==> src/common/leb_pkg.sv <==
package leb_pkg;
  // ---------------------------------------------------------------
  // register map
  // ---------------------------------------------------------------
  localparam logic [3:0]  ADDR_CTRL       = 4'h0;  // blanking control word
  localparam logic [3:0]  ADDR_PERIOD     = 4'h4;  // blanking length in cycles
  localparam logic [3:0]  ADDR_STATUS     = 4'h8;  // live state, read only
  // ---------------------------------------------------------------
  // control field positions
  // ---------------------------------------------------------------
  localparam int          BIT_HI_RISE     = 15;
  localparam int          BIT_HI_FALL     = 14;
  localparam int          BIT_LO_RISE     = 13;
  localparam int          BIT_LO_FALL     = 12;
  localparam int          BIT_FLT_EN      = 11;
  localparam int          BIT_CL_EN       = 10;
  localparam int          BIT_SEL_HIGH    = 5;
  localparam int          BIT_SEL_LOW     = 4;
  localparam int          BIT_HI_OUT_H    = 3;
  localparam int          BIT_HI_OUT_L    = 2;
  localparam int          BIT_LO_OUT_H    = 1;
  localparam int          BIT_LO_OUT_L    = 0;
  // writable bits: 15..10 and 5..0, bits 9..6 read zero
  localparam logic [15:0] CTRL_WMASK      = 16'hfc3f;
  localparam logic [15:0] CTRL_RESET      = 16'h0000;
  localparam logic [15:0] PERIOD_RESET    = 16'h0000;
  // ---------------------------------------------------------------
  // counter states
  // ---------------------------------------------------------------
  typedef enum logic [0:0] {
    ST_IDLE  = 1'b0,
    ST_BLANK = 1'b1
  } blank_state_t;
endpackage

==> src/hw/leb_edge_detect.sv <==
`timescale 1ns/1ps
// two-flop synchroniser followed by an edge detector
module leb_edge_detect (
  input  wire logic clk_i,
  input  wire logic rst_i,
  input  wire logic pin_i,
  output logic      level_o,
  output logic      rise_o,
  output logic      fall_o
);
  logic meta;   // first stage, read only by sync
  logic sync;   // second stage
  logic last;   // previous synchronised level

  // ---------------------------------------------------------------
  // sampling chain
  // ---------------------------------------------------------------
  always_ff @(posedge clk_i) begin
    if (rst_i) begin
      meta <= 1'b0;
      sync <= 1'b0;
      last <= 1'b0;
    end else begin
      meta <= pin_i;
      sync <= meta;
      last <= sync;
    end
  end

  assign level_o = sync;
  assign rise_o  = sync & ~last;
  assign fall_o  = ~sync & last;
endmodule

==> src/hw/pwm_leading_edge_blanking_ctrl.sv <==
`timescale 1ns/1ps
// Summary of operation
// high-side rising edge restarts blanking when enabled
// high-side falling edge restarts blanking when enabled
// low-side rising edge starts blanking when enabled
// low-side falling edge starts blanking when enabled
// fault input masked during blanking when enabled
// current-limit input masked during blanking when enabled
// blank both inputs while select signal high
// control bits nine to six read zero
// control bits read/write, cleared at reset
// blank both inputs while select signal low
// blank both inputs while high-side output high
// blanking lasts while counter runs after trigger
module pwm_leading_edge_blanking_ctrl (
  input  wire logic        clk_i,
  input  wire logic        rst_i,
  // wishbone slave
  input  wire logic        cyc_i,
  input  wire logic        stb_i,
  input  wire logic        we_i,
  input  wire logic [3:0]  adr_i,
  input  wire logic [3:0]  sel_i,
  input  wire logic [31:0] dat_i,
  output logic [31:0]      dat_o,
  output logic             ack_o,
  // pwm outputs and comparator inputs (asynchronous pins)
  input  wire logic        pwm_high_side_out_i,
  input  wire logic        pwm_low_side_out_i,
  input  wire logic        blank_sel_sig_i,
  input  wire logic        fault_in_i,
  input  wire logic        curlim_in_i,
  // qualified outputs toward the fault logic
  output logic             fault_o,
  output logic             curlim_o,
  output logic             blanking_o
);
  // ---------------------------------------------------------------
  // registers and wires
  // ---------------------------------------------------------------
  logic [15:0]             ctrl;          // blanking control word
  logic [15:0]             period;        // blanking length
  logic [15:0]             cnt;           // blanking counter
  leb_pkg::blank_state_t   state;         // counter state
  logic                    hi_lvl, hi_rise, hi_fall;
  logic                    lo_lvl, lo_rise, lo_fall;
  logic                    sel_lvl, flt_lvl, cl_lvl;
  logic                    flt_m, cl_m;   // first sync stages
  logic                    ack;           // registered acknowledge
  logic [31:0]             rdata;         // registered read data
  logic                    fault_q, curlim_q;

  // ---------------------------------------------------------------
  // pin synchronisers and edge detectors
  // ---------------------------------------------------------------
  leb_edge_detect u_hi (
    .clk_i   (clk_i),
    .rst_i   (rst_i),
    .pin_i   (pwm_high_side_out_i),
    .level_o (hi_lvl),
    .rise_o  (hi_rise),
    .fall_o  (hi_fall)
  );
  leb_edge_detect u_lo (
    .clk_i   (clk_i),
    .rst_i   (rst_i),
    .pin_i   (pwm_low_side_out_i),
    .level_o (lo_lvl),
    .rise_o  (lo_rise),
    .fall_o  (lo_fall)
  );
  leb_edge_detect u_sel (
    .clk_i   (clk_i),
    .rst_i   (rst_i),
    .pin_i   (blank_sel_sig_i),
    .level_o (sel_lvl),
    .rise_o  (),
    .fall_o  ()
  );

  // fault and current-limit: plain two-flop synchronisers
  always_ff @(posedge clk_i) begin
    if (rst_i) begin
      flt_m  <= 1'b0;
      flt_lvl <= 1'b0;
      cl_m   <= 1'b0;
      cl_lvl <= 1'b0;
    end else begin
      flt_m  <= fault_in_i;
      flt_lvl <= flt_m;
      cl_m   <= curlim_in_i;
      cl_lvl <= cl_m;
    end
  end

  // ---------------------------------------------------------------
  // bus decode
  // ---------------------------------------------------------------
  wire         req      = cyc_i & stb_i & ~ack;
  wire         wr       = req & we_i;
  wire         hit_ctrl = (adr_i == leb_pkg::ADDR_CTRL);
  wire         hit_per  = (adr_i == leb_pkg::ADDR_PERIOD);
  wire         hit_stat = (adr_i == leb_pkg::ADDR_STATUS);
  // byte-lane merge for 16-bit registers
  wire  [15:0] lane_mask = {{8{sel_i[1]}}, {8{sel_i[0]}}};
  wire  [15:0] next_ctrl = ((ctrl & ~lane_mask) | (dat_i[15:0] & lane_mask))
                           & leb_pkg::CTRL_WMASK;
  wire  [15:0] next_period = (period & ~lane_mask) | (dat_i[15:0] & lane_mask);
  wire  [15:0] status_word = {11'h000, flt_lvl, cl_lvl, lo_lvl, hi_lvl,
                              (state == leb_pkg::ST_BLANK)};
  wire  [31:0] next_rdata = hit_ctrl ? {16'h0000, ctrl & leb_pkg::CTRL_WMASK}
                          : hit_per  ? {16'h0000, period}
                          : hit_stat ? {16'h0000, status_word}
                          : 32'h0000_0000;                        // unmapped reads zero

  // ---------------------------------------------------------------
  // register file, single-wait-state ack
  // ---------------------------------------------------------------
  always_ff @(posedge clk_i) begin
    if (rst_i) begin
      ctrl   <= leb_pkg::CTRL_RESET;
      period <= leb_pkg::PERIOD_RESET;
      ack    <= 1'b0;
      rdata  <= 32'h0000_0000;
    end else begin
      ack   <= req;
      rdata <= next_rdata;
      if (wr && hit_ctrl) begin
        ctrl <= next_ctrl;
      end
      if (wr && hit_per) begin
        period <= next_period;
      end
    end
  end

  assign ack_o = ack;
  assign dat_o = rdata;

  // ---------------------------------------------------------------
  // trigger and counter
  // ---------------------------------------------------------------
  wire trig = (ctrl[leb_pkg::BIT_HI_RISE] & hi_rise)
            | (ctrl[leb_pkg::BIT_HI_FALL] & hi_fall)
            | (ctrl[leb_pkg::BIT_LO_RISE] & lo_rise)
            | (ctrl[leb_pkg::BIT_LO_FALL] & lo_fall);
  wire cnt_done = (cnt <= 16'h0001);

  // counter restarts on every enabled edge, runs down to zero
  always_ff @(posedge clk_i) begin
    if (rst_i) begin
      state <= leb_pkg::ST_IDLE;
      cnt   <= 16'h0000;
    end else begin
      case (state)
        leb_pkg::ST_IDLE: begin
          if (trig && period != 16'h0000) begin
            state <= leb_pkg::ST_BLANK;
            cnt   <= period;
          end
        end
        leb_pkg::ST_BLANK: begin
          if (trig) begin
            cnt <= period;
            if (period == 16'h0000) begin
              state <= leb_pkg::ST_IDLE;
            end
          end else if (cnt_done) begin
            state <= leb_pkg::ST_IDLE;
            cnt   <= 16'h0000;
          end else begin
            cnt <= cnt - 16'h0001;
          end
        end
        default: begin
          state <= leb_pkg::ST_IDLE;
          cnt   <= 16'h0000;
        end
      endcase
    end
  end

  // ---------------------------------------------------------------
  // masking
  // ---------------------------------------------------------------
  wire leb_active = (state == leb_pkg::ST_BLANK);
  wire lvl_blank  = (ctrl[leb_pkg::BIT_SEL_HIGH] & sel_lvl)
                  | (ctrl[leb_pkg::BIT_SEL_LOW] & ~sel_lvl)
                  | (ctrl[leb_pkg::BIT_HI_OUT_H] & hi_lvl)
                  | (ctrl[leb_pkg::BIT_HI_OUT_L] & ~hi_lvl)
                  | (ctrl[leb_pkg::BIT_LO_OUT_H] & lo_lvl)
                  | (ctrl[leb_pkg::BIT_LO_OUT_L] & ~lo_lvl);
  wire flt_mask = (leb_active & ctrl[leb_pkg::BIT_FLT_EN]) | lvl_blank;
  wire cl_mask  = (leb_active & ctrl[leb_pkg::BIT_CL_EN]) | lvl_blank;

  // registered outputs
  always_ff @(posedge clk_i) begin
    if (rst_i) begin
      fault_q  <= 1'b0;
      curlim_q <= 1'b0;
    end else begin
      fault_q  <= flt_lvl & ~flt_mask;
      curlim_q <= cl_lvl & ~cl_mask;
    end
  end

  assign fault_o    = fault_q;
  assign curlim_o   = curlim_q;
  assign blanking_o = leb_active;

  // ---------------------------------------------------------------
  // checks
  // ---------------------------------------------------------------
  a_hi_rise_start: assert property (@(posedge clk_i) disable iff (rst_i)
    (ctrl[leb_pkg::BIT_HI_RISE] && hi_rise && period > 16'h0001) |=> leb_active && cnt == $past(period))
    else $error("high rise did not start blanking");
  a_hi_fall_start: assert property (@(posedge clk_i) disable iff (rst_i)
    (ctrl[leb_pkg::BIT_HI_FALL] && hi_fall && period > 16'h0001) |=> leb_active)
    else $error("high fall did not start blanking");
  a_lo_rise_start: assert property (@(posedge clk_i) disable iff (rst_i)
    (ctrl[leb_pkg::BIT_LO_RISE] && lo_rise && period > 16'h0001) |=> leb_active)
    else $error("low rise did not start blanking");
  a_lo_fall_start: assert property (@(posedge clk_i) disable iff (rst_i)
    (ctrl[leb_pkg::BIT_LO_FALL] && lo_fall && period > 16'h0001) |=> leb_active)
    else $error("low fall did not start blanking");
  a_no_trig_idle: assert property (@(posedge clk_i) disable iff (rst_i)
    (!leb_active && !trig) |=> !leb_active)
    else $error("blanking began without trigger");
  a_fault_masked: assert property (@(posedge clk_i) disable iff (rst_i)
    (leb_active && ctrl[leb_pkg::BIT_FLT_EN]) |=> !fault_q)
    else $error("fault passed during blanking");
  a_curlim_masked: assert property (@(posedge clk_i) disable iff (rst_i)
    (leb_active && ctrl[leb_pkg::BIT_CL_EN]) |=> !curlim_q)
    else $error("current limit passed during blanking");
  a_fault_pass: assert property (@(posedge clk_i) disable iff (rst_i)
    (!flt_mask && flt_lvl) |=> fault_q)
    else $error("unmasked fault lost");
  a_sel_high: assert property (@(posedge clk_i) disable iff (rst_i)
    (ctrl[leb_pkg::BIT_SEL_HIGH] && sel_lvl) |=> !fault_q && !curlim_q)
    else $error("select high did not blank");
  a_sel_low: assert property (@(posedge clk_i) disable iff (rst_i)
    (ctrl[leb_pkg::BIT_SEL_LOW] && !sel_lvl) |=> !fault_q && !curlim_q)
    else $error("select low did not blank");
  a_hi_out_high: assert property (@(posedge clk_i) disable iff (rst_i)
    (ctrl[leb_pkg::BIT_HI_OUT_H] && hi_lvl) |=> !fault_q && !curlim_q)
    else $error("high output level did not blank");
  a_unimpl_zero: assert property (@(posedge clk_i) disable iff (rst_i)
    (ack && $past(hit_ctrl) && !$past(we_i)) |-> dat_o[9:6] == 4'h0)
    else $error("unimplemented bits read nonzero");
  a_ctrl_write: assert property (@(posedge clk_i) disable iff (rst_i)
    (wr && hit_ctrl && sel_i[1:0] == 2'b11) |=> ctrl == ($past(dat_i[15:0]) & leb_pkg::CTRL_WMASK))
    else $error("control write not stored");
endmodule

==> config.mk <==
export PLATFORM = sky130hd
export DESIGN_NAME = pwm_leading_edge_blanking_ctrl
export DESIGN_NICKNAME = d
export VERILOG_FILES = /design/src/common/leb_pkg.sv /design/src/hw/leb_edge_detect.sv /design/src/hw/pwm_leading_edge_blanking_ctrl.sv
export SDC_FILE = /design/constraint.sdc
export NUM_CORES = 1
export LEC_CHECK = 0
export ABC_AREA = 1
export ABC_CLOCK_PERIOD_IN_PS = 1800
export BUFFER_PORTS_ARGS = -buffer_cell sky130_fd_sc_hd__buf_2
export CAP_MARGIN = 25
export CELL_PAD_IN_SITES_DETAIL_PLACEMENT = 1
export CELL_PAD_IN_SITES_GLOBAL_PLACEMENT = 2
export CORE_MARGIN = 2
export CORE_UTILIZATION = 29
export CTS_CLUSTER_DIAMETER = 200
export DETAILED_ROUTE_END_ITERATION = 10
export PLACE_DENSITY_LB_ADDON = 0.1
export SYNTH_ARGS = -nofsm -noshare
export SYNTH_HDL_FRONTEND = slang
export SYNTH_HIERARCHICAL = 1
export SYNTH_SLANG_ARGS = --single-unit
==> constraint.sdc <==
create_clock -name clk_i -period 1.8 [get_ports clk_i]
set_input_delay 0.18 -clock clk_i [delete_from_list [all_inputs] [get_ports clk_i]]
set_output_delay 0.18 -clock clk_i [all_outputs]
set_load 0.05 [all_outputs]
==> flow_metrics.tcl, run 1 <==
set metrics [dict create \
    setup_viol 0 \
    hp-start "fault_in_i" \
    reg2reg_depth 11 \
    reg2reg_from "cnt[0]" \
    ios 86 \
    ctsHoldBuffers 0 \
    drv_slew 0 \
    gp_congestion 0.763 \
    holdPathEnd "flt_m" \
    clockRootBuffer "clkbuf_16" \
    wl_per_cell_microns 14.3 \
    grt_pass1_vias 3448 \
    rr_endpoint "cnt[13]" \
    start_kind "flip-flop" \
    grt_start_max_net_pins 28 \
    tns_ns 0 \
    numClockSinks 76 \
    finalCritPeriodShare_pct 91.3 \
    cp.required_ns 2.03 \
    grt-ovfl-total 0 \
    dp_hpwl_microns 8090 \
    finalCriticalPeriod_ns 1.64 \
    syn_avg_cell_area_sq_um 6.94 \
    synth_area_sq_um 3600 \
    antenna_found_initial 0 \
    drt_iter0_markers 119 \
    layout_common_cells "nor2_1, nand2_1, dfxtp_1" \
    grtUsageMet3_pct 2.82 \
    rsz0062_at_grt "false" \
    row_count 40 \
    worstSkewPairLatency_ns 0.34 \
    drtPass1Iterations 4 \
    use_met2_pct 28.4 \
    reg2reg_slack_ns 0.16 \
    start_util_pct 29.8 \
    die_w_microns 115 \
    maxCapViolCount 0 \
    arrival_ns 1.87 \
    drive_gt1_share_pct 17.8 \
    ant_nets 0 \
    port_buffers 51 \
    cts_buffer_depth 2 \
    htree_levels 3 \
    gr-max-usage-layer "met2" \
    fmax_mhz 608 \
    peakVddDrop_mv 0.477 \
    areaGrowthSynthToFinish_pct 20.5 \
    core_sq_um 12100 \
    postSynthCellCount 519 \
    power_mw 3.74 \
    final_common_cell "nor2_1" \
    hold_viol_final 0 \
    whs_ns 0.0395 \
    hold_depth 3 \
    routed_wl_microns 10700 \
    nets 632 \
    gr-usage-all-layers_pct 17.0 \
    die_area_sq_um 13300 \
    status "finished, final reports clean" \
    critPathKind "reg2reg" \
    yosys_warnings 6 \
    clk_pin_slew_worst_paths_ns 0.06 \
    finClkSkew_ns 0.00628 \
    antenna_cells 0 \
    vias 3350 \
    numCtsBuffers 9 \
    hold_path.class "in2reg" \
    vias_per_cell 4.45 \
    gr-usage-met1_pct 21.7 \
    grt_pass1_wl_microns 17400 \
    die_h_microns 115 \
    cts_tree "built" \
    critPathMaxFanout 5 \
    drc 0 \
    worstSetupEndpointType "flip-flop" \
    power_density_nw_per_um2 862 \
    p_leak_nw 2.01 \
]
[layer usage]
metal	vias to the layer above	share of wire [%]
li1	1740	-
met1	1546	47
met2	46	48
met3	18	2.6
met4	0	2.1
met5	-	0
[stage by stage]
step | util [%] | worst slack, ns | cells | instance area (sq um)
6_report | 36.0 | 0.156 | 752 | 4340
5_1_grt | 36.0 | 0.0256 | 752 | 4340
4_1_cts | 35.7 | 0.0539 | 750 | 4300
3_5_place_dp | 33.3 | 0.0851 | 735 | 4020
3_3_place_gp | 33.3 | 0.0956 | 735 | 4020
2_1_floorplan | - | 0.0968 | 534 | 3660
[critical path, stage by stage (launching register included)]
cell,delay (ns)
dfxtp_1,0.34
inv_1,0.09
ha_1,0.20
inv_1,0.08
nand2_1,0.09
nand2_1,0.05
nor2_1,0.15
nand2_2,0.13
nand2_2,0.19
nor2_1,0.07
nor2_1,0.10
nor2_1,0.05
[report_power, final]
| group | switching, mW | total, mW | internal (mW) |
|---|---|---|---|
| Sequential | 0.00931 | 1.71 | 1.70 |
| Clock | 0.674 | 1.78 | 1.10 |
| Combinational | 0.190 | 0.250 | 0.0599 |
| Total | 0.874 | 3.74 | 2.86 |
[cell type report]
class,count,area (sq um)
Tap cell,168,210
Multi-Input combinational cell,376,1760
Clock inverter,2,35.0
Clock buffer,13,250
Timing Repair Buffer,66,368
Fill cell,1549,7720
Inverter,51,193
Sequential cell,76,1520
[timing repair]
item                       4_1_cts  5_1_grt
setup endpoints to repair        0       12
gates resized for setup          0        6
buffers inserted                 0        1
[worst max path at each step]
stage                             from      end  slack [ns]
after floorplan             blanking_o   cnt[0]         0.1
after global placement    u_hi/level_o   cnt[0]         0.1
after detailed placement        cnt[0]   cnt[0]        0.09
after CTS                 u_hi/level_o   cnt[0]        0.05
after global routing            cnt[0]  cnt[13]        0.03
final                           cnt[0]  cnt[13]        0.16
(Power assumes the default switching activity.)
==> run 2, diff against run 1 <==
- PLACE_DENSITY: default -> 0.87
- PLACE_DENSITY_LB_ADDON: 0.1 -> default
==> flow_metrics.tcl, run 2 (synthesized netlist as in run 1, its figures left out) <==
set metrics [dict create \
    status "finished, final reports clean" \
    critPathMaxFanout 5 \
    die_area_sq_um 13300 \
    critPathMaxStageDelay_ns 0.39 \
    hold_viol_final 0 \
    cp_cell_sequence "inv_1, ha_1, inv_1, nand2_1, nand2_1, nor2_2, nand2_2, nand2_2, nor2_2, nand2_1, a21oi_2" \
    p_leak_nw 2.04 \
    drt_iter0_markers 125 \
    power_density_nw_per_um2 957 \
    drive_gt1_share_pct 17.9 \
    finalCritPeriodShare_pct 90.2 \
    grt_pass1_vias 3412 \
    gp_congestion 0.849 \
    final_area_sq_um 4400 \
    drtPass1Iterations 4 \
    tns_ns 0 \
    arrival_ns 1.90 \
    maxCapViolCount 0 \
    htree_levels 3 \
    worstSkewPairLatency_ns 0.33 \
    start_kind "flip-flop" \
    die_h_microns 115 \
    fmax_mhz 616 \
    antenna_found_initial 0 \
    numClockSinks 76 \
    vias_per_cell 4.59 \
    grt_start_max_net_pins 34 \
    numCtsBuffers 9 \
    ant_nets 0 \
    dpl.cell_count 732 \
    clk_pin_slew_worst_paths_ns 0.06 \
    ios 86 \
    rsz0062_at_grt "false" \
    vias 3435 \
    routed_wl_microns 10300 \
    pre_cts_slack_ns 0.0478 \
    placed_area_sq_um 4000 \
    finClkSkew_ns 0.00596 \
    critical-path-slowest-cell "dfxtp_1" \
    start_util_pct 29.8 \
    layout_common_cells "nor2_1, nand2_1, dfxtp_1" \
    cts_buffer_depth 2 \
    setup_viol 0 \
    drv_slew 0 \
    core_sq_um 12100 \
    final_common_cell "nor2_1" \
    drc 0 \
    reg2reg_slack_ns 0.18 \
    port_buffers 51 \
    cp.required_ns 2.07 \
    grt_pass1_wl_microns 16600 \
    nets 629 \
    dp_hpwl_microns 7750 \
    hold_path.class "in2reg" \
    ctsHoldBuffers 0 \
    critPathKind "reg2reg" \
    worstSetupEndpointType "flip-flop" \
    peakVddDrop_mv 0.488 \
    cts_tree "built" \
    wl_per_cell_microns 13.8 \
    antenna_cells 0 \
    grt-ovfl-total 0 \
    row_count 40 \
    die_w_microns 115 \
    finalCriticalPeriod_ns 1.62 \
    stdcell_count 749 \
    setup_ws_ns 0.176 \
    crit_top_cell "nand2_1" \
    areaGrowthSynthToFinish_pct 22.1 \
    clockRootBuffer "clkbuf_16" \
    gr-usage-all-layers_pct 16.0 \
    whs_ns 0.0411 \
]
==> run 2: per-layer routing <==
metal / routed length [microns] / share of wire (%) / global-route usage, % / up-vias
met2: 5180 / 50 / 27.6 / 58
met1: 4680 / 45 / 19.8 / 1626
met3: 310 / 3.0 / 3.24 / 16
met4: 170 / 1.6 / 5.54 / 0
li1: - / - / - / 1735
met5: 0 / 0 / 0 / -
==> run 2: metrics by stage <==
| step | utilization, % | power (mW) |
|---|---|---|
| 2_1_floorplan | - | 1.94 |
| 3_3_place_gp | 33.1 | 1.99 |
| 3_5_place_dp | 33.1 | 1.99 |
| 4_1_cts | 36.2 | 4.25 |
| 5_1_grt | 36.4 | 4.35 |
| 6_report | 36.4 | 4.20 |
==> run 2: final cells by class <==
class | instances | area (sq um)
clock inverter | 4 | 120
multi-input combinational | 376 | 1750
inverter | 51 | 193
fill | 1538 | 7670
timing repair buffer | 63 | 345
tap | 168 | 210
clock buffer | 11 | 253
sequential | 76 | 1520
==> run 2: power by group <==
part | total [mW] | leakage (nW) | switching [mW] | internal, mW
Clock | 2.25 | 0.182 | 0.683 | 1.56
Sequential | 1.71 | 0.615 | 0.00935 | 1.70
Combinational | 0.248 | 1.24 | 0.190 | 0.0585
==> run 2: path summary, 6_finish.rpt <==
kind                from      endpoint  cells past startpoint
max reg2reg       cnt[0]       cnt[10]                     11
max               cnt[0]       cnt[10]                     11
min reg2reg    u_lo/meta  u_lo/level_o                      2
min          curlim_in_i          cl_m                      3
==> run 2: critical path, delay by kind of cell, from the launching register on <==
family,cells,cell delay [ns]
AOI/OAI and AO/OA,1,0.11
adders and majority gates,1,0.24
buffers and inverters,2,0.18
DFF,1,0.39
and+or+nand+nor,7,0.66
==> run 2: what timing repair did <==
item	CTS	global route
buffers inserted	0	1
resized for setup	0	4
setup endpoints to repair	0	14
